File: src/core/rsc_defines.svh
// offsets, field positions, reset values and timing counts of the run control
`ifndef RSC_DEFINES_SVH
`define RSC_DEFINES_SVH

// register byte offsets
`define RSC_OFF_CTRL      8'h00
`define RSC_OFF_OFF_TIME_THRESHOLD      8'h04
`define RSC_OFF_TSHORT    8'h08
`define RSC_OFF_TLONG     8'h0c
`define RSC_OFF_SHUTOFF   8'h10
`define RSC_OFF_MINFREQ   8'h14
`define RSC_OFF_STATUS    8'h18
`define RSC_OFF_IRQ_STAT  8'h1c
`define RSC_OFF_IRQ_MASK  8'h20

// control word field positions
`define RSC_POS_SYSCFG    0
`define RSC_POS_RUN1      4
`define RSC_POS_RUN2      8
`define RSC_POS_ANALOG    12
`define RSC_POS_CONTRAST  16

// reset values, upper limits and the contrast floor
`define RSC_RST_SYSCFG    3'h0
`define RSC_MAX_SYSCFG    3'h4
`define RSC_RST_RUN1      2'h1
`define RSC_MAX_RUN1      2'h2
`define RSC_RST_RUN2      2'h1
`define RSC_RST_ANALOG    2'h0
`define RSC_RST_CONTRAST  6'h28
`define RSC_MIN_CONTRAST  6'h1e
`define RSC_RST_OFF_TIME_THRESHOLD      10'h01e
`define RSC_RST_TSHORT    10'h00f
`define RSC_RST_TLONG     10'h03c
`define RSC_MAX_TIME      10'h3e8
`define RSC_RST_SHUTOFF   9'h00c
`define RSC_MAX_SHUTOFF   9'h12c
`define RSC_RST_MINFREQ   9'h000

// one second of timekeeping
`define RSC_TICK_NS       1000000000
`define RSC_CLK_NS        4
`define RSC_TICK_CYCLES   (`RSC_TICK_NS / `RSC_CLK_NS)

`endif

File: src/core/rsc_pkg.sv
// types shared by the run control block
package rsc_pkg;

  typedef enum logic [2:0] {
    RSC_SYS_RUNSTOP = 3'h0,
    RSC_SYS_CP      = 3'h1,
    RSC_SYS_POT     = 3'h2,
    RSC_SYS_LOOP    = 3'h3,
    RSC_SYS_CP_HOA  = 3'h4
  } rsc_sys_e;

  typedef enum logic [1:0] {
    RSC_M_STOP = 2'b00,
    RSC_M_RUN  = 2'b01,
    RSC_M_HOLD = 2'b10
  } rsc_motor_e;

  typedef struct packed {
    logic [2:0] sys_config;
    logic [1:0] run1_sel;
    logic [1:0] run2_sel;
    logic [1:0] analog_sel;
    logic [5:0] contrast;
  } rsc_ctrl_s;

  typedef struct packed {
    logic [9:0] off_time_threshold;
    logic [9:0] short_min_on_time;
    logic [9:0] long_min_on_time;
    logic [8:0] shutoff_offset;
    logic [8:0] lowest_motor_frequency;
  } rsc_cp_s;

  // irq bits: fault, start, stop, sleep
  typedef struct packed {
    logic sleep;
    logic stop;
    logic start;
    logic fault;
  } rsc_evt_s;

endpackage

File: src/core/rsc_sync.sv
// three-stage pin synchroniser that passes a change once stages two and three agree
`timescale 1ns/1ps
`default_nettype none
module rsc_sync #(
  parameter int               WIDTH = 1,
  parameter logic [WIDTH-1:0] INIT  = '0
) (
  input  wire logic             clock,
  input  wire logic             rst_n,
  input  wire logic [WIDTH-1:0] pin,
  output logic      [WIDTH-1:0] level
);
  logic [WIDTH-1:0] s1;
  logic [WIDTH-1:0] s2;
  logic [WIDTH-1:0] s3;

  always_ff @(posedge clock or negedge rst_n) begin
    if (!rst_n) begin
      s1 <= INIT;
      s2 <= INIT;
      s3 <= INIT;
    end else begin
      s1 <= pin;
      s2 <= s1;
      s3 <= s2;
    end
  end

  // per bit: only a level seen on two stages in a row is trusted
  always_ff @(posedge clock or negedge rst_n) begin
    if (!rst_n) begin
      level <= INIT;
    end else begin
      level <= (s2 & s3) | (level & (s2 | s3));
    end
  end
endmodule
`default_nettype wire

File: src/core/rsc_top.sv
// run input decode, analog select, short cycle guard and sleep, AXI4-Lite
//
// The implementer's own choices: the AXI4-Lite register port and the placing of the registers.
`timescale 1ns/1ps
`default_nettype none
`include "rsc_defines.svh"

module rsc_top #(
  parameter int TICK_CYCLES = `RSC_TICK_CYCLES
) (
  input  wire logic        clock,
  input  wire logic        rst_n,
  input  wire logic [7:0]  s_axi_awaddr,
  input  wire logic        s_axi_awvalid,
  output logic             s_axi_awready,
  input  wire logic [31:0] s_axi_wdata,
  input  wire logic [3:0]  s_axi_wstrb,
  input  wire logic        s_axi_wvalid,
  output logic             s_axi_wready,
  output logic [1:0]       s_axi_bresp,
  output logic             s_axi_bvalid,
  input  wire logic        s_axi_bready,
  input  wire logic [7:0]  s_axi_araddr,
  input  wire logic        s_axi_arvalid,
  output logic             s_axi_arready,
  output logic [31:0]      s_axi_rdata,
  output logic [1:0]       s_axi_rresp,
  output logic             s_axi_rvalid,
  input  wire logic        s_axi_rready,
  input  wire logic        run_input_first,
  input  wire logic        run_input_second,
  input  wire logic        enter_key,
  input  wire logic        loop_ok_first,
  input  wire logic        loop_ok_second,
  input  wire logic        at_setpoint,
  input  wire logic [8:0]  motor_freq,
  output logic             motor_run,
  output logic             motor_reverse,
  output logic             run_fault,
  output logic             analog_use_second,
  output logic             analog_fault,
  output logic             sleep,
  output logic             cp_params_visible,
  output logic [5:0]       contrast,
  output logic             irq
);

  // ------------------------------------------------------------
  // pin synchronisers
  // ------------------------------------------------------------
  logic [4:0] pins_sync;
  logic       first_closed;
  logic       second_closed;
  logic       enter_lvl;
  logic       ok_first;
  logic       ok_second;
  logic       enter_prev;

  rsc_sync #(.WIDTH(5), .INIT(5'h00)) u_sync (
    .clock (clock),
    .rst_n (rst_n),
    .pin   ({loop_ok_second, loop_ok_first, enter_key,
             run_input_second, run_input_first}),
    .level (pins_sync)
  );

  assign first_closed  = pins_sync[0];
  assign second_closed = pins_sync[1];
  assign enter_lvl     = pins_sync[2];
  assign ok_first      = pins_sync[3];
  assign ok_second     = pins_sync[4];

  // ------------------------------------------------------------
  // settings
  // ------------------------------------------------------------
  rsc_pkg::rsc_ctrl_s ctrl;
  rsc_pkg::rsc_cp_s   cp;
  rsc_pkg::rsc_evt_s  irq_stat;
  rsc_pkg::rsc_evt_s  irq_mask;
  rsc_pkg::rsc_evt_s  evt;
  rsc_pkg::rsc_motor_e mstate;
  logic               cp_mode;

  // cp mode decode
  // configs 1 and 4
  assign cp_mode = (ctrl.sys_config == rsc_pkg::RSC_SYS_CP) ||
                   (ctrl.sys_config == rsc_pkg::RSC_SYS_CP_HOA);
  assign cp_params_visible = cp_mode;
  assign contrast = ctrl.contrast;

  // ------------------------------------------------------------
  // AXI4-Lite slave
  // ------------------------------------------------------------
  logic        aw_held;
  logic        w_held;
  logic [7:0]  aw_addr;
  logic [31:0] w_data;
  logic [3:0]  w_strb;
  logic        do_write;
  logic        wr_hit;
  logic [31:0] wr_old;
  logic [31:0] wr_val;
  logic [31:0] rd_val;
  logic        rd_hit;

  assign s_axi_awready = !aw_held && !s_axi_bvalid;
  assign s_axi_wready  = !w_held && !s_axi_bvalid;
  assign s_axi_arready = !s_axi_rvalid;
  assign do_write      = aw_held && w_held && !s_axi_bvalid;

  always_ff @(posedge clock or negedge rst_n) begin
    if (!rst_n) begin
      aw_held <= 1'b0;
      w_held  <= 1'b0;
      aw_addr <= 8'h00;
      w_data  <= 32'h0000_0000;
      w_strb  <= 4'h0;
    end else begin
      if (s_axi_awvalid && s_axi_awready) begin
        aw_held <= 1'b1;
        aw_addr <= s_axi_awaddr;
      end else if (do_write) begin
        aw_held <= 1'b0;
      end
      if (s_axi_wvalid && s_axi_wready) begin
        w_held <= 1'b1;
        w_data <= s_axi_wdata;
        w_strb <= s_axi_wstrb;
      end else if (do_write) begin
        w_held <= 1'b0;
      end
    end
  end

  // register read view; pressure settings except lowest motor frequency hidden outside cp modes
  function automatic logic [31:0] reg_view(input logic [7:0] a);
    logic [31:0] v;
    v = 32'h0000_0000;
    unique case (a)
      `RSC_OFF_CTRL: begin
        v[`RSC_POS_SYSCFG +: 3]   = ctrl.sys_config;
        v[`RSC_POS_RUN1 +: 2]     = ctrl.run1_sel;
        v[`RSC_POS_RUN2 +: 2]     = ctrl.run2_sel;
        v[`RSC_POS_ANALOG +: 2]   = ctrl.analog_sel;
        v[`RSC_POS_CONTRAST +: 6] = ctrl.contrast;
      end
      `RSC_OFF_OFF_TIME_THRESHOLD:     v[9:0] = cp_mode ? cp.off_time_threshold : 10'h000;
      `RSC_OFF_TSHORT:   v[9:0] = cp_mode ? cp.short_min_on_time : 10'h000;
      `RSC_OFF_TLONG:    v[9:0] = cp_mode ? cp.long_min_on_time : 10'h000;
      `RSC_OFF_SHUTOFF:  v[8:0] = cp_mode ? cp.shutoff_offset : 9'h000;
      `RSC_OFF_MINFREQ:  v[8:0] = cp.lowest_motor_frequency;
      `RSC_OFF_STATUS:   v[7:0] = {cp_mode, sleep, analog_fault,
                                   analog_use_second, run_fault,
                                   motor_reverse, mstate};
      `RSC_OFF_IRQ_STAT: v[3:0] = irq_stat;
      `RSC_OFF_IRQ_MASK: v[3:0] = irq_mask;
      default:           v = 32'h0000_0000;
    endcase
    return v;
  endfunction

  function automatic logic mapped(input logic [7:0] a);
    return (a[1:0] == 2'b00) && (a <= `RSC_OFF_IRQ_MASK);
  endfunction

  assign wr_hit = mapped(aw_addr);
  assign rd_hit = mapped(s_axi_araddr);
  // a function in a continuous assign would not see register changes
  always_comb begin
    wr_old = reg_view(aw_addr);
    rd_val = reg_view(s_axi_araddr);
  end

  // byte lanes merge the new data into the current view
  always_comb begin
    for (int i = 0; i < 4; i++) begin
      wr_val[i*8 +: 8] = w_strb[i] ? w_data[i*8 +: 8] : wr_old[i*8 +: 8];
    end
  end

  always_ff @(posedge clock or negedge rst_n) begin
    if (!rst_n) begin
      s_axi_bvalid <= 1'b0;
      s_axi_bresp  <= 2'b00;
    end else if (do_write) begin
      s_axi_bvalid <= 1'b1;
      s_axi_bresp  <= wr_hit ? 2'b00 : 2'b10;
    end else if (s_axi_bready) begin
      s_axi_bvalid <= 1'b0;
    end
  end

  always_ff @(posedge clock or negedge rst_n) begin
    if (!rst_n) begin
      s_axi_rvalid <= 1'b0;
      s_axi_rdata  <= 32'h0000_0000;
      s_axi_rresp  <= 2'b00;
    end else if (s_axi_arvalid && s_axi_arready) begin
      s_axi_rvalid <= 1'b1;
      s_axi_rdata  <= rd_val;
      s_axi_rresp  <= rd_hit ? 2'b00 : 2'b10;
    end else if (s_axi_rready) begin
      s_axi_rvalid <= 1'b0;
    end
  end

  // ------------------------------------------------------------
  // setting registers, clamped to their ranges on write
  // ------------------------------------------------------------
  function automatic logic [9:0] clamp_time(input logic [9:0] t);
    return (t > `RSC_MAX_TIME) ? `RSC_MAX_TIME : t;
  endfunction

  always_ff @(posedge clock or negedge rst_n) begin
    if (!rst_n) begin
      ctrl.sys_config <= `RSC_RST_SYSCFG;
      ctrl.run1_sel   <= `RSC_RST_RUN1;
      ctrl.run2_sel   <= `RSC_RST_RUN2;
      ctrl.analog_sel <= `RSC_RST_ANALOG;
      ctrl.contrast   <= `RSC_RST_CONTRAST;
    end else if (do_write && aw_addr == `RSC_OFF_CTRL) begin
      ctrl.sys_config <= (wr_val[`RSC_POS_SYSCFG +: 3] > `RSC_MAX_SYSCFG) ?
                         `RSC_MAX_SYSCFG : wr_val[`RSC_POS_SYSCFG +: 3];
      // first input limit
      // codes 0 to 2
      ctrl.run1_sel   <= (wr_val[`RSC_POS_RUN1 +: 2] > `RSC_MAX_RUN1) ?
                         `RSC_MAX_RUN1 : wr_val[`RSC_POS_RUN1 +: 2];
      // second input takes all four
      // codes 0 to 3
      ctrl.run2_sel   <= wr_val[`RSC_POS_RUN2 +: 2];
      ctrl.analog_sel <= wr_val[`RSC_POS_ANALOG +: 2];
      // contrast floor
      // held at 30 or above
      ctrl.contrast   <= (wr_val[`RSC_POS_CONTRAST +: 6] < `RSC_MIN_CONTRAST) ?
                         `RSC_MIN_CONTRAST : wr_val[`RSC_POS_CONTRAST +: 6];
    end
  end

  always_ff @(posedge clock or negedge rst_n) begin
    if (!rst_n) begin
      cp.off_time_threshold     <= `RSC_RST_OFF_TIME_THRESHOLD;
      cp.short_min_on_time      <= `RSC_RST_TSHORT;
      cp.long_min_on_time       <= `RSC_RST_TLONG;
      cp.shutoff_offset         <= `RSC_RST_SHUTOFF;
      cp.lowest_motor_frequency <= `RSC_RST_MINFREQ;
    end else if (do_write) begin
      // pressure group except lowest motor frequency locked
      // outside cp modes
      if (cp_mode) begin
        unique case (aw_addr)
          `RSC_OFF_OFF_TIME_THRESHOLD:   cp.off_time_threshold <= clamp_time(wr_val[9:0]);
          `RSC_OFF_TSHORT: cp.short_min_on_time  <= clamp_time(wr_val[9:0]);
          `RSC_OFF_TLONG:  cp.long_min_on_time   <= clamp_time(wr_val[9:0]);
          `RSC_OFF_SHUTOFF:
            cp.shutoff_offset <= (wr_val[8:0] > `RSC_MAX_SHUTOFF) ?
                                 `RSC_MAX_SHUTOFF : wr_val[8:0];
          default: ;
        endcase
      end
      if (aw_addr == `RSC_OFF_MINFREQ) begin
        cp.lowest_motor_frequency <= wr_val[8:0];
      end
    end
  end

  // ------------------------------------------------------------
  // run inputs and latched fault
  // ------------------------------------------------------------
  logic perm_first;
  logic perm_second;
  logic enter_press;

  // first input polarity
  // closed, open or always
  always_comb begin
    unique case (ctrl.run1_sel)
      2'h0:    perm_first = first_closed;
      2'h1:    perm_first = !first_closed;
      default: perm_first = 1'b1;
    endcase
  end

  // second input polarity; latch and reverse codes do not gate run here
  // same meaning as first
  always_comb begin
    unique case (ctrl.run2_sel)
      2'h0:    perm_second = second_closed;
      2'h1:    perm_second = !second_closed;
      default: perm_second = 1'b1;
    endcase
  end

  always_ff @(posedge clock or negedge rst_n) begin
    if (!rst_n) begin
      enter_prev <= 1'b0;
    end else begin
      enter_prev <= enter_lvl;
    end
  end
  assign enter_press = enter_lvl && !enter_prev;

  // open contact latches, enter releases; a still-open contact wins
  // open stops and flags
  always_ff @(posedge clock or negedge rst_n) begin
    if (!rst_n) begin
      run_fault <= 1'b0;
    end else if (ctrl.run2_sel == 2'h2 && !second_closed) begin
      run_fault <= 1'b1;
    end else if (enter_press) begin
      run_fault <= 1'b0;
    end
  end

  // direction follows the open contact
  // open reverses
  always_ff @(posedge clock or negedge rst_n) begin
    if (!rst_n) begin
      motor_reverse <= 1'b0;
    end else begin
      motor_reverse <= (ctrl.run2_sel == 2'h3) && !second_closed;
    end
  end

  // ------------------------------------------------------------
  // analog input select
  // ------------------------------------------------------------
  // primary with optional backup
  always_ff @(posedge clock or negedge rst_n) begin
    if (!rst_n) begin
      analog_use_second <= 1'b0;
      analog_fault      <= 1'b0;
    end else begin
      unique case (ctrl.analog_sel)
        2'h0: begin
          analog_use_second <= 1'b0;
          analog_fault      <= !ok_first;
        end
        2'h1: begin
          analog_use_second <= 1'b1;
          analog_fault      <= !ok_second;
        end
        2'h2: begin
          analog_use_second <= !ok_first && ok_second;
          analog_fault      <= !ok_first && !ok_second;
        end
        default: begin
          analog_use_second <= !(ok_first && !ok_second);
          analog_fault      <= !ok_first && !ok_second;
        end
      endcase
    end
  end

  // ------------------------------------------------------------
  // sleep decision
  // ------------------------------------------------------------
  logic [9:0] sleep_freq;
  assign sleep_freq = {1'b0, cp.lowest_motor_frequency} +
                      {1'b0, cp.shutoff_offset};

  always_ff @(posedge clock or negedge rst_n) begin
    if (!rst_n) begin
      sleep <= 1'b0;
    end else begin
      sleep <= cp_mode && at_setpoint && ({1'b0, motor_freq} <= sleep_freq);
    end
  end

  // ------------------------------------------------------------
  // short cycle guard
  // ------------------------------------------------------------
  logic        tick;
  logic [31:0] tick_cnt;
  logic [9:0]  sec_cnt;
  logic [9:0]  min_on;
  logic        run_req;
  logic        in_on;
  logic        starting;
  logic        stopping;
  rsc_pkg::rsc_motor_e next_mstate;

  // a fault stops at once; the minimum on-time protects only sleep/stop
  assign run_req  = perm_first && perm_second && !run_fault && !sleep;
  assign in_on    = (mstate != rsc_pkg::RSC_M_STOP);
  assign tick     = (tick_cnt == 32'(TICK_CYCLES - 1));
  assign starting = (mstate == rsc_pkg::RSC_M_STOP) && run_req && !run_fault;
  assign stopping = (next_mstate == rsc_pkg::RSC_M_STOP) && in_on;

  always_comb begin
    next_mstate = mstate;
    unique case (mstate)
      rsc_pkg::RSC_M_STOP: if (starting) next_mstate = rsc_pkg::RSC_M_RUN;
      rsc_pkg::RSC_M_RUN:  if (run_fault) next_mstate = rsc_pkg::RSC_M_STOP;
                           else if (!run_req) next_mstate = rsc_pkg::RSC_M_HOLD;
      default: begin
        if (run_fault || sec_cnt >= min_on) next_mstate = rsc_pkg::RSC_M_STOP;
        else if (run_req) next_mstate = rsc_pkg::RSC_M_RUN;
      end
    endcase
  end

  always_ff @(posedge clock or negedge rst_n) begin
    if (!rst_n) begin
      mstate <= rsc_pkg::RSC_M_STOP;
    end else begin
      mstate <= next_mstate;
    end
  end
  assign motor_run = in_on;

  // the second count restarts on each start and stop, so both periods
  // are whole seconds; it saturates above the largest setting
  // seconds since the last start or stop
  always_ff @(posedge clock or negedge rst_n) begin
    if (!rst_n) begin
      tick_cnt <= 32'h0000_0000;
      sec_cnt  <= 10'h3ff;
    end else if (starting || stopping) begin
      tick_cnt <= 32'h0000_0000;
      sec_cnt  <= 10'h000;
    end else if (tick) begin
      tick_cnt <= 32'h0000_0000;
      if (sec_cnt != 10'h3ff) sec_cnt <= sec_cnt + 10'h001;
    end else begin
      tick_cnt <= tick_cnt + 32'h0000_0001;
    end
  end

  // judged against the off time at start
  // long rest gives short minimum
  always_ff @(posedge clock or negedge rst_n) begin
    if (!rst_n) begin
      min_on <= 10'h000;
    end else if (starting) begin
      min_on <= (cp_mode && sec_cnt > cp.off_time_threshold) ?
                cp.short_min_on_time :
                (cp_mode ? cp.long_min_on_time : 10'h000);
    end
  end

  // ------------------------------------------------------------
  // interrupts
  // ------------------------------------------------------------
  logic fault_prev;
  logic sleep_prev;

  always_ff @(posedge clock or negedge rst_n) begin
    if (!rst_n) begin
      fault_prev <= 1'b0;
      sleep_prev <= 1'b0;
    end else begin
      fault_prev <= run_fault;
      sleep_prev <= sleep;
    end
  end

  assign evt = '{sleep: sleep && !sleep_prev, stop: stopping,
                 start: starting, fault: run_fault && !fault_prev};

  // a new event outranks a same-cycle clear
  always_ff @(posedge clock or negedge rst_n) begin
    if (!rst_n) begin
      irq_stat <= '0;
      irq_mask <= '0;
    end else begin
      if (do_write && aw_addr == `RSC_OFF_IRQ_STAT) begin
        irq_stat <= (irq_stat & ~rsc_pkg::rsc_evt_s'(wr_val[3:0])) | evt;
      end else begin
        irq_stat <= irq_stat | evt;
      end
      if (do_write && aw_addr == `RSC_OFF_IRQ_MASK) begin
        irq_mask <= rsc_pkg::rsc_evt_s'(wr_val[3:0]);
      end
    end
  end

  assign irq = |(irq_stat & irq_mask);

endmodule
`default_nettype wire

File: config.mk
export PLATFORM = sky130hd
export DESIGN_NAME = rsc_top
export DESIGN_NICKNAME = d
export VERILOG_FILES = /design/src/core/rsc_pkg.sv /design/src/core/rsc_sync.sv /design/src/core/rsc_top.sv
export VERILOG_INCLUDE_DIRS = /design/src /design/src/core
export SDC_FILE = /design/constraint.sdc
export NUM_CORES = 1
export LEC_CHECK = 0
export BUFFER_PORTS_ARGS = -buffer_cell sky130_fd_sc_hd__buf_4
export CORE_UTILIZATION = 30
export CTS_CLUSTER_DIAMETER = 80
export DETAILED_ROUTE_END_ITERATION = 8
export GPL_ROUTABILITY_DRIVEN = 0
export SYNTH_ARGS = -nofsm -noshare
export SYNTH_HDL_FRONTEND = slang
export SYNTH_SLANG_ARGS = --single-unit
export TNS_END_PERCENT = 20
File: constraint.sdc
create_clock -name clock -period 2.72 [get_ports clock]
set_input_delay 0.272 -clock clock [delete_from_list [all_inputs] [get_ports clock]]
set_output_delay 0.272 -clock clock [all_outputs]
set_load 0.03 [all_outputs]
# Yosys cells after proc, flatten, opt, wreduce, memory -nomap -nowiden

Index checks and enable logic that the tools add are counted.

Flip-flop bits (word level): 212
Output and inout port bits: 55
Logic and storage cells: 221

$add $sub $neg: 3
Order comparisons: 10
Equality and inequality tests: 28
Mux-type cells: 56
Bitwise logic cells: 9
Reduce and logical (&&, ||, !) cells: 71

Operators by type and width:

| operator                                                                         | number |
|---|---|
| 10-bit 2-to-1 mux                                                                | 8 |
| 8-bit by 5-bit == test with 1-bit output, second input constant                  | 8 |
| 32-bit 2-to-1 mux                                                                | 2 |
| 3-bit case mux with 9 select lines                                               | 2 |
| 32-bit by 1-bit adder with 32-bit output, second input constant                  | 1 |
| 32-bit by 28-bit == test with 1-bit output, second input constant                | 1 |
| 8-bit by 4-bit == test with 1-bit output, second input constant                  | 4 |
| 6-bit 2-to-1 mux                                                                 | 5 |
| 1-bit logical AND                                                                | 29 |
| 2-bit case mux with 7 select lines                                               | 2 |
| 2-bit case mux with 6 select lines                                               | 2 |
| 2-bit 2-to-1 mux                                                                 | 10 |
| 9-bit 2-to-1 mux                                                                 | 2 |
| 8-bit by 3-bit == test with 1-bit output, second input constant                  | 2 |
| 8-bit by 6-bit == test with 1-bit output, second input constant                  | 2 |
| 8-bit by 6-bit less-or-equal comparator with 1-bit output, second input constant | 2 |
| 8-bit zero test                                                                  | 2 |
| 1-bit case mux with 8 select lines                                               | 2 |
| 2-bit nonzero test                                                               | 8 |
| 1-bit zero test                                                                  | 14 |
| 2-bit zero test                                                                  | 7 |
| 1-bit case mux with 6 select lines                                               | 2 |
| 3-bit AND reduction                                                              | 4 |
| 10-bit by 1-bit adder with 10-bit output, second input constant                  | 1 |
| other kinds (31)                                                                 | 55 |

# Longest topological paths before layout

Gate-level depths: netlist (run 1).

Word-level depth: 14
Depth in mapped cells: 18
Mapped depth without buffers: 18

# Hierarchy

Synthesis (run 1) repeated with hierarchy kept, for this count alone.

Cells, all modules: 1132
Area total of the unflattened synthesis: 10916.7 um^2

By module, submodules not included:

| module   | times used | cells each | area an instance (um^2) | seq. area each (um^2) |
|---|---|---|---|---|
| rsc_top  | 1          | 1107       | 10359.9                 | 4689.5 |
| rsc_sync | 1          | 25         | 556.8                   | 500.5 |

# Worst setup path before layout (run 1)

Ideal clock, no wire load.

Path type: register to register
From: reg sec_cnt[0]
To: reg tick_cnt[17]
Library setup time: 0.086 ns
Arrival: 2.656 ns
Data required time: 2.634 ns
Setup slack: -0.022 ns
Cell stages (with the launch flop): 12
Buffers on the path: 1
Period minus slack after synthesis: 2.742 ns
Path through: dfstp_2 inv_1 ha_1 nand2b_1 a21oi_1 o21ai_1 a21oi_1 o21ai_0 a2111oi_0 nor2_1 clkbuf_1 nor3_1

Word-level cells in the longest chain between the ends: 8

RTL lines:

| item                               | RTL line       | RTL |
|---|---|---|
| start, declared                    | rsc_top.sv:374 | `logic [9:0] sec_cnt;` |
| start signal, assigned             | rsc_top.sv:423 | `if (sec_cnt != 10'h3ff) sec_cnt <= sec_cnt + 10'h001;` |
| 10-bit >= comparator               | rsc_top.sv:396 | `if (run_fault \|\| sec_cnt >= min_on) next_mstate = rsc_pkg::RSC_M_STOP;` |
| 1-bit logical OR                   | rsc_top.sv:396 |  |
| 2-bit 2-to-1 mux                   | rsc_top.sv:396 |  |
| 2-bit case mux with 2 select lines | rsc_top.sv:391 | `unique case (mstate)` |
| 2-bit zero test                    | rsc_top.sv:387 | `assign stopping = (next_mstate == rsc_pkg::RSC_M_STOP) && in_on;` |
| 1-bit logical AND                  | rsc_top.sv:387 |  |
| 1-bit logical OR                   | rsc_top.sv:418 | `end else if (starting \|\| stopping) begin` |
| 32-bit 2-to-1 mux                  | rsc_top.sv:418 |  |
| end signal, assigned               | rsc_top.sv:425 | `tick_cnt <= tick_cnt + 32'h0000_0001;` |
| end, declared                      | rsc_top.sv:373 | `logic [31:0] tick_cnt;` |

No other way between the ends.
A chain may end at the register's enable or synchronous reset.

# Worst setup path in the final report (run 1)

From: reg aw_addr[5]
To: reg cp[10] in the netlist's numbering

Word-level cells in the longest chain between the ends: 5
Elaborated cells between the ends (all ways): 19
Classes of those cells: order compare (1); eq/ne (8); mux (8); reduce/logical (2)

RTL lines:

| item                                                             | RTL line       | RTL |
|---|---|---|
| start, declared                                                  | rsc_top.sv:96  | `logic [7:0] aw_addr;` |
| start signal, assigned                                           | rsc_top.sv:121 | `aw_addr <= s_axi_awaddr;` |
| 8-bit by 6-bit == test with 1-bit output (tied with other cells) | rsc_top.sv:139 | `unique case (a)` |
| 3-bit case mux with 9 select lines (tied with other cells)       | rsc_top.sv:139 |  |
| 8-bit 2-to-1 mux or 6-bit 2-to-1 mux (tied branches)             | rsc_top.sv:177 | `wr_val[i*8 +: 8] = w_strb[i] ? w_data[i*8 +: 8] : wr_old[i*8 +: 8];` |
| 9-bit greater-than comparator (no line)                          | n/a            |  |
| 9-bit 2-to-1 mux                                                 | rsc_top.sv:255 | `` cp.shutoff_offset <= (wr_val[8:0] > `RSC_MAX_SHUTOFF) ? `` |
| end, declared                                                    | rsc_top.sv:77  | `rsc_pkg::rsc_cp_s cp;` |

Parallel ways exist; a longest one is shown, timed or not.

==> results of run 1 <==
-- area by class of cell --
cell class,instances,share of cell area
antenna,1,0.0001704
tap,468,0.03988
timing repair buffer,275,0.1571
inverter,42,0.01074
clock inverter,12,0.007584
sequential,206,0.3534
multi-input combinational,816,0.3861
clock buffer,32,0.04499
-- cells by family after synthesis --
logic type               count (synthesis)
XOR/XNOR                                50
adder cells (fa/ha/maj)                 46
flip-flops                             206
other                                    1
AND/OR/NAND/NOR                        393
buffers and inverters                  119
multiplexers                            51
AO/OA/AOI/OAI                          260
-- cell usage after synthesis (5+ instances only) --
| cell | n |
|---|---|
| o21ai_0 | 75 |
| maj3_1 | 5 |
| xnor2_1 | 15 |
| and2_1 | 7 |
| dfrtp_1 | 178 |
| xor2_1 | 34 |
| and4_1 | 9 |
| ha_1 | 40 |
| or4_1 | 5 |
| mux2_1 | 7 |
| a222oi_1 | 8 |
| o31ai_1 | 15 |
| nor4_1 | 9 |
| nor3_1 | 29 |
| a21oi_1 | 40 |
| inv_1 | 41 |
| a21boi_0 | 6 |
| and3_1 | 17 |
| a221oi_1 | 7 |
| o21ai_1 | 8 |
| mux2i_1 | 8 |
| nand2_1 | 132 |
| buf_4 | 23 |
| nor2b_1 | 15 |
| mux2_2 | 36 |
| clkbuf_1 | 43 |
| dfstp_2 | 28 |
| a22oi_1 | 14 |
| nor2_1 | 73 |
| nor3b_1 | 6 |
| nand2b_1 | 7 |
| o21a_1 | 7 |
| nand3b_1 | 8 |
| a22o_1 | 14 |
| buf_2 | 7 |
| a31oi_1 | 11 |
| nand4_1 | 21 |
| nand3_1 | 31 |
| a21o_1 | 11 |
-- state kept, by name, indices dropped and copies added (netlist names), 5 cells and up --
name	flops
u_sync.level	5
u_sync.s1	5
contrast	6
cp	48
w_data	18
u_sync.s2	5
sec_cnt	10
u_sync.s3	5
s_axi_rdata	18
ctrl	9
aw_addr	8
min_on	10
tick_cnt	32
-- tightest hold or removal path: cells and delay by family --
family                 cells  cell delay [ps]
AO/OA/AOI/OAI              1               40
AND/OR/NAND/NOR            1               70
buffers and inverters      1              110
-- stage by stage --
stage	util	total power [mW]	TNS, ps	hold WS, ps
after global placement	0.3588	8.011	-532.3	320.7
after detailed placement	0.3588	8.082	-832.3	316.9
after global routing	0.4020	12.20	-1211	19.15
after floorplan	-	6.213	-10.85	-23.59
after CTS	0.3931	11.38	-181.0	21.87
final	0.4021	11.62	-289.9	6.673
-- timing repair --
item / in CTS / in global routing
pin swaps: 4 / 26
gates resized for setup: 18 / 46
buffers inserted: 4 / 5
hold endpoints to repair: 84 / 0
hold buffers: 38 / 0
cloned: 0 / 5
setup endpoints to repair: 12 / 63
-- worst max-delay path by stage --
stage	startpoint	to	slack, ps
floorplan	cp[11]$_DFFE_PN1P_	sleep$_DFF_PN0_	-10
global placement	cp[0]$_DFFE_PN0P_	sleep$_DFF_PN0_	-180
detailed placement	cp[11]$_DFFE_PN1P_	sleep$_DFF_PN0_	-160
CTS	cp[11]$_DFFE_PN1P_	sleep$_DFF_PN0_	-80
global route	cp[9]$_DFFE_PN0P_	sleep$_DFF_PN0_	-230
finish	aw_addr[5]$_DFFE_PN0P_	cp[10]$_DFFE_PN0P_	-80
-- metal layers --
metal / share of wire / global-route usage / vias up
met5: 0 / 0 / -
met4: 0.044 / 0.07701 / 0
met3: 0.062 / 0.03193 / 106
met2: 0.46 / 0.2875 / 373
met1: 0.43 / 0.2390 / 4674
li1: - / - / 4509
-- report_power, final --
group / switching (mW) / leakage (nW) / total, mW / internal [mW]
clock: 1.34 / 0.378 / 3.16 / 1.82
combinational: 2.46 / 3.62 / 4.35 / 1.89
sequential: 0.526 / 2.61 / 4.12 / 3.59
total: 4.32 / 6.61 / 11.6 / 7.30
==> impl_metrics.ini, run 1 <==
[clock_tree]
cts_buffers = 24
cts.sinks = 206
cts_tree = done
clk_pin_slew_ps = 60
clockBufferDepth = 3
h-tree-depth = 1
worstSkewPairLatency_ps = 540
ctsRootBufferMaster = clkbuf_16

[floorplanning]
die_area_um2 = 37760
initial_core_util = 0.3038
die_w_um = 194.3
die_h_um = 194.3
row_count = 70
io_pins = 129
core-area_um2 = 36520

[logic_synthesis]
syn_area_um2 = 11100
synthAdderAreaFrac = 0.05142
synth_seq_area_share = 0.4677
synth_edf_count = 0
ys.flop_type = dfrtp_1
avgSynthCellArea_um2 = 9.854
synthArstFlopShare = 1.000
synth_xor_xnor_area_share = 0.04014
syn_inst = 1126
synth_seq_cells = 206
synth_compound_area_frac = 0.1584
ys.warnings.count = 0
synth_top_family_by_area = simple AND/OR/NAND/NOR gates
synthSimpleGateAreaFrac = 0.1816
synth_area_leader_cell = dfrtp_1
yosysTopAreaCellShare = 0.4014
netlist_top_cells_area = dfrtp_1 (40%), dfstp_2 (6.6%), ha_1 (4.5%)
ys_types = 85
muxShareOfSynthArea = 0.05086

[hold_path]
holdPathStages = 3
holdPathEnd = sleep$_DFF_PN0_
worstHoldPathType = in -> reg
min_from = at_setpoint

[drt]
drtPass1Iterations = 7
avgRoutedWirePerCell_um = 18.65
ant_nets = 0
drt_iter0_drc = 969
drc = 0
vias = 9662
vias_per_cell = 5.217
totalWireLength_um = 34540

[final_layout]
drive_gt1_frac = 0.2885
final_cells = 1852
layout_commonest_cell = buf_4
layout_common_cells = buf_4 (221), dfrtp_1 (178), nand2_1 (132)
final_area_um2 = 14680
fillCellCount = 3544
syn2layout_area_growth_pct = 32.34
seqCellArea_um2 = 5190
multiInputGateArea_um2 = 5669
final_nets = 1480

[global_route]
grt_max_degree = 73
grt_pass1_wl_um = 53810
grt_use_total = 0.1798
grt_pass1_vias = 9636
grt_overflow = 0
antenna_found_initial = 0

[timing]
worst_slack_ps = -81.35
period_share = 1.030
finalSetupViolations = 7
hold_viol_final = 0
max-slew-margin-rel = 0.4814
worst_slew_pin_slew_ps = 771.3
fin_crit_ps = 2801
clock.fmax_ghz = 0.3570
slew_viol_final = 0
finalClockSkew_ps = 26.03
grt_setup_unrepaired = true

[placement]
place_inst = 1755
dp_slack_ps = -156.3
io_buffers = 97
dpl.hpwl_um = 25360
place_area_um2 = 13100

[setup_path]
criticalPathCategory = reg -> reg
worst-path-max-fanout = 4
slowest_stage = or4b_4
startpoint_type = flop
cp_num_buf_inv = 1
rr_startpoint = aw_addr[5]$_DFFE_PN0P_
rr_worst_depth = 9
crit_chain = or4b_4 -> nor4_4 -> buf_4 -> a2111o_1 -> a21oi_2 -> a221o_1 -> or4_4 -> o21ai_4 -> o21ai_1
end_kind = flop
critical_path_depth = 9
reg2reg_slack_ps = -80
cpPeakStageDelay_ps = 580
timing.rr.end = cp[10]$_DFFE_PN0P_
path_delay_family = simple AND/OR/NAND/NOR gates
required_ps = 3140
arrival_ps = 3220

[power]
vdd_drop_max_v = 0.0006364
power.density_nw_per_um2 = 791.6
p_leak_nw = 6.605

[run_status]
run_status = finished, violations left
violations = negative setup slack

[flow_run]
max-cap-violations = 0
Power figures use the tool's default switching activity.
==> run 2: changes to the inputs <==
BUFFER_PORTS_ARGS = -buffer_cell sky130_fd_sc_hd__buf_2   (was -buffer_cell sky130_fd_sc_hd__buf_4)
PLACE_DENSITY = 0.54   (was unset)
==> impl_metrics.ini, run 2 (synthesized netlist as in run 1, its figures left out) <==
[drt]
totalWireLength_um = 34620
vias = 9610
drt_iter0_drc = 893
vias_per_cell = 5.189
drc = 0
drtPass1Iterations = 7
ant_nets = 0
avgRoutedWirePerCell_um = 18.69

[hold_path]
worstHoldPathType = in -> reg
holdPathStages = 4

[setup_path]
critical_path_depth = 8
crit_chain = or4_4 -> nor4_4 -> a2111o_1 -> a21oi_2 -> a221o_1 -> or4_4 -> o21ai_4 -> o21ai_1
end_kind = flop
arrival_ps = 3170
required_ps = 3160
cpPeakStageDelay_ps = 550
cp_num_buf_inv = 0
startpoint_type = flop
slowest_stage = or4_4
criticalPathCategory = reg -> reg
worst-path-max-fanout = 4
rr_worst_depth = 8
cp_common_cell = or4_4
path_delay_family = simple AND/OR/NAND/NOR gates

[power]
vdd_drop_max_v = 0.0007042
total_power_mw = 11.75
p_leak_nw = 6.591
power.density_nw_per_um2 = 807.2

[final_layout]
fillCellCount = 3624
syn2layout_area_growth_pct = 31.17
diodes = 0
seqCellArea_um2 = 5191
layout_commonest_cell = dfrtp_1
drive_gt1_frac = 0.2919
reg_top3 = cp: 48 flops, tick_cnt: 32 flops
multiInputGateArea_um2 = 5698
layout_common_cells = dfrtp_1 (177), nand2_1 (132), buf_4 (124)
final_nets = 1481
largest_register_ffs = 48
largest-register = cp

[run_status]
run_status = finished, violations left
violations = negative setup slack

[timing]
fin_crit_ps = 2735
holdWs_ps = 166.2
worst_slew_pin_slew_ps = 784.2
clock.fmax_ghz = 0.3656
finalClockSkew_ps = 42.38
worst_slack_ps = -14.99
max-slew-margin-rel = 0.4760
hold_viol_final = 0
finalSetupViolations = 4
grt_setup_unrepaired = true
period_share = 1.006
slew_viol_final = 0

[clock_tree]
worstSkewPairLatency_ps = 570
cts_tree = done
cts_buffers = 24
ctsRootBufferMaster = clkbuf_16
clk_pin_slew_ps = 60
clockBufferDepth = 3
h-tree-depth = 1
cts.sinks = 206

[floorplanning]
die_area_um2 = 37760
row_count = 70
initial_core_util = 0.3038
core-area_um2 = 36520
die_w_um = 194.3
io_pins = 129
die_h_um = 194.3

[global_route]
grt_pass1_wl_um = 53480
grt_pass1_vias = 9325
antenna_found_initial = 0
grt_use_total = 0.1796
grt_max_degree = 84
grt_overflow = 0

[placement]
io_buffers = 97
dpl.hpwl_um = 25460

[flow_run]
max-cap-violations = 0
run 2: changes by cell type in the layout (fill, tap and decap cells not counted), moves of 3 or more:
cell | previous run | this run
buf_4 | 221 | 124
buf_2 | 0 | 97
nor3_1 | 18 | 15
bufinv_16 | 1 | 4
o21ai_1 | 9 | 13
run 2: where the power goes:
group	internal [mW]	total [mW]	switching, mW
Clock	2.10	3.47	1.37
Sequential	3.59	4.09	0.500
Combinational	1.73	4.19	2.46
run 2: final timing paths:
kind	start	slack, ps	endpoint
setup / recovery	aw_addr[3]$_DFFE_PN0P_	-10	cp[10]$_DFFE_PN0P_
hold / removal	s_axi_araddr[0]	170	s_axi_rresp[1]$_DFFE_PN0P_
setup reg to reg	aw_addr[3]$_DFFE_PN0P_	-10	cp[10]$_DFFE_PN0P_
hold reg to reg	u_sync.s1[4]$_DFF_PN0_	350	u_sync.s2[4]$_DFF_PN0_
max in group asynchronous	rst_n	1560	sec_cnt[7]$_DFFE_PN1P_
min in group asynchronous	rst_n	300	w_data[20]$_DFFE_PN0P_
run 2: per-layer routing:
| metal | wire, um | part of all wire | vias up | GRT usage |
|---|---|---|---|---|
| met5 | 0 | 0 | - | 0 |
| met4 | 1600 | 0.046 | 0 | 0.07319 |
| met3 | 2019 | 0.058 | 90 | 0.02759 |
| met2 | 15830 | 0.46 | 327 | 0.2855 |
| met1 | 15170 | 0.44 | 4664 | 0.2440 |
| li1 | - | - | 4529 | - |
run 2: layout make-up:
type / count / share of cell area
clock inverters: 14 / 0.01401
multi-input cells: 816 / 0.3915
repair buffers: 276 / 0.1418
clock buffers: 30 / 0.04488
flip-flops and latches: 206 / 0.3567
well taps: 468 / 0.04023
inverters: 42 / 0.01083
run 2: tightest hold or removal path, stage by stage:
cell and delay (ps):
buf_2 70, or2_2 110, nor3_1 80, a21oi_1 120
run 2: metrics by stage:
step,TNS (ps),utilization,instance area (um2),cells,setup WS [ps]
5_1_grt,-1007,0.3985,14550,1852,-197.5
2_1_floorplan,-10.85,-,11150,1141,-10.85
4_1_cts,-105.5,0.3880,14170,1842,-41.65
3_3_place_gp,-329.7,0.3518,12850,1755,-188.3
6_report,-38.66,0.3985,14550,1852,-14.99
3_5_place_dp,-434.6,0.3518,12850,1755,-198.0
run 2: what timing repair did:
action                                  in CTS  in global routing
pin swaps                                   15                 22
hold endpoints to repair                   100                  0
endpoints found under the setup margin      25                 64
gates cloned                                 0                  4
resized for setup                           16                 58
hold buffers                                39                  0
buffers inserted                             4                  7
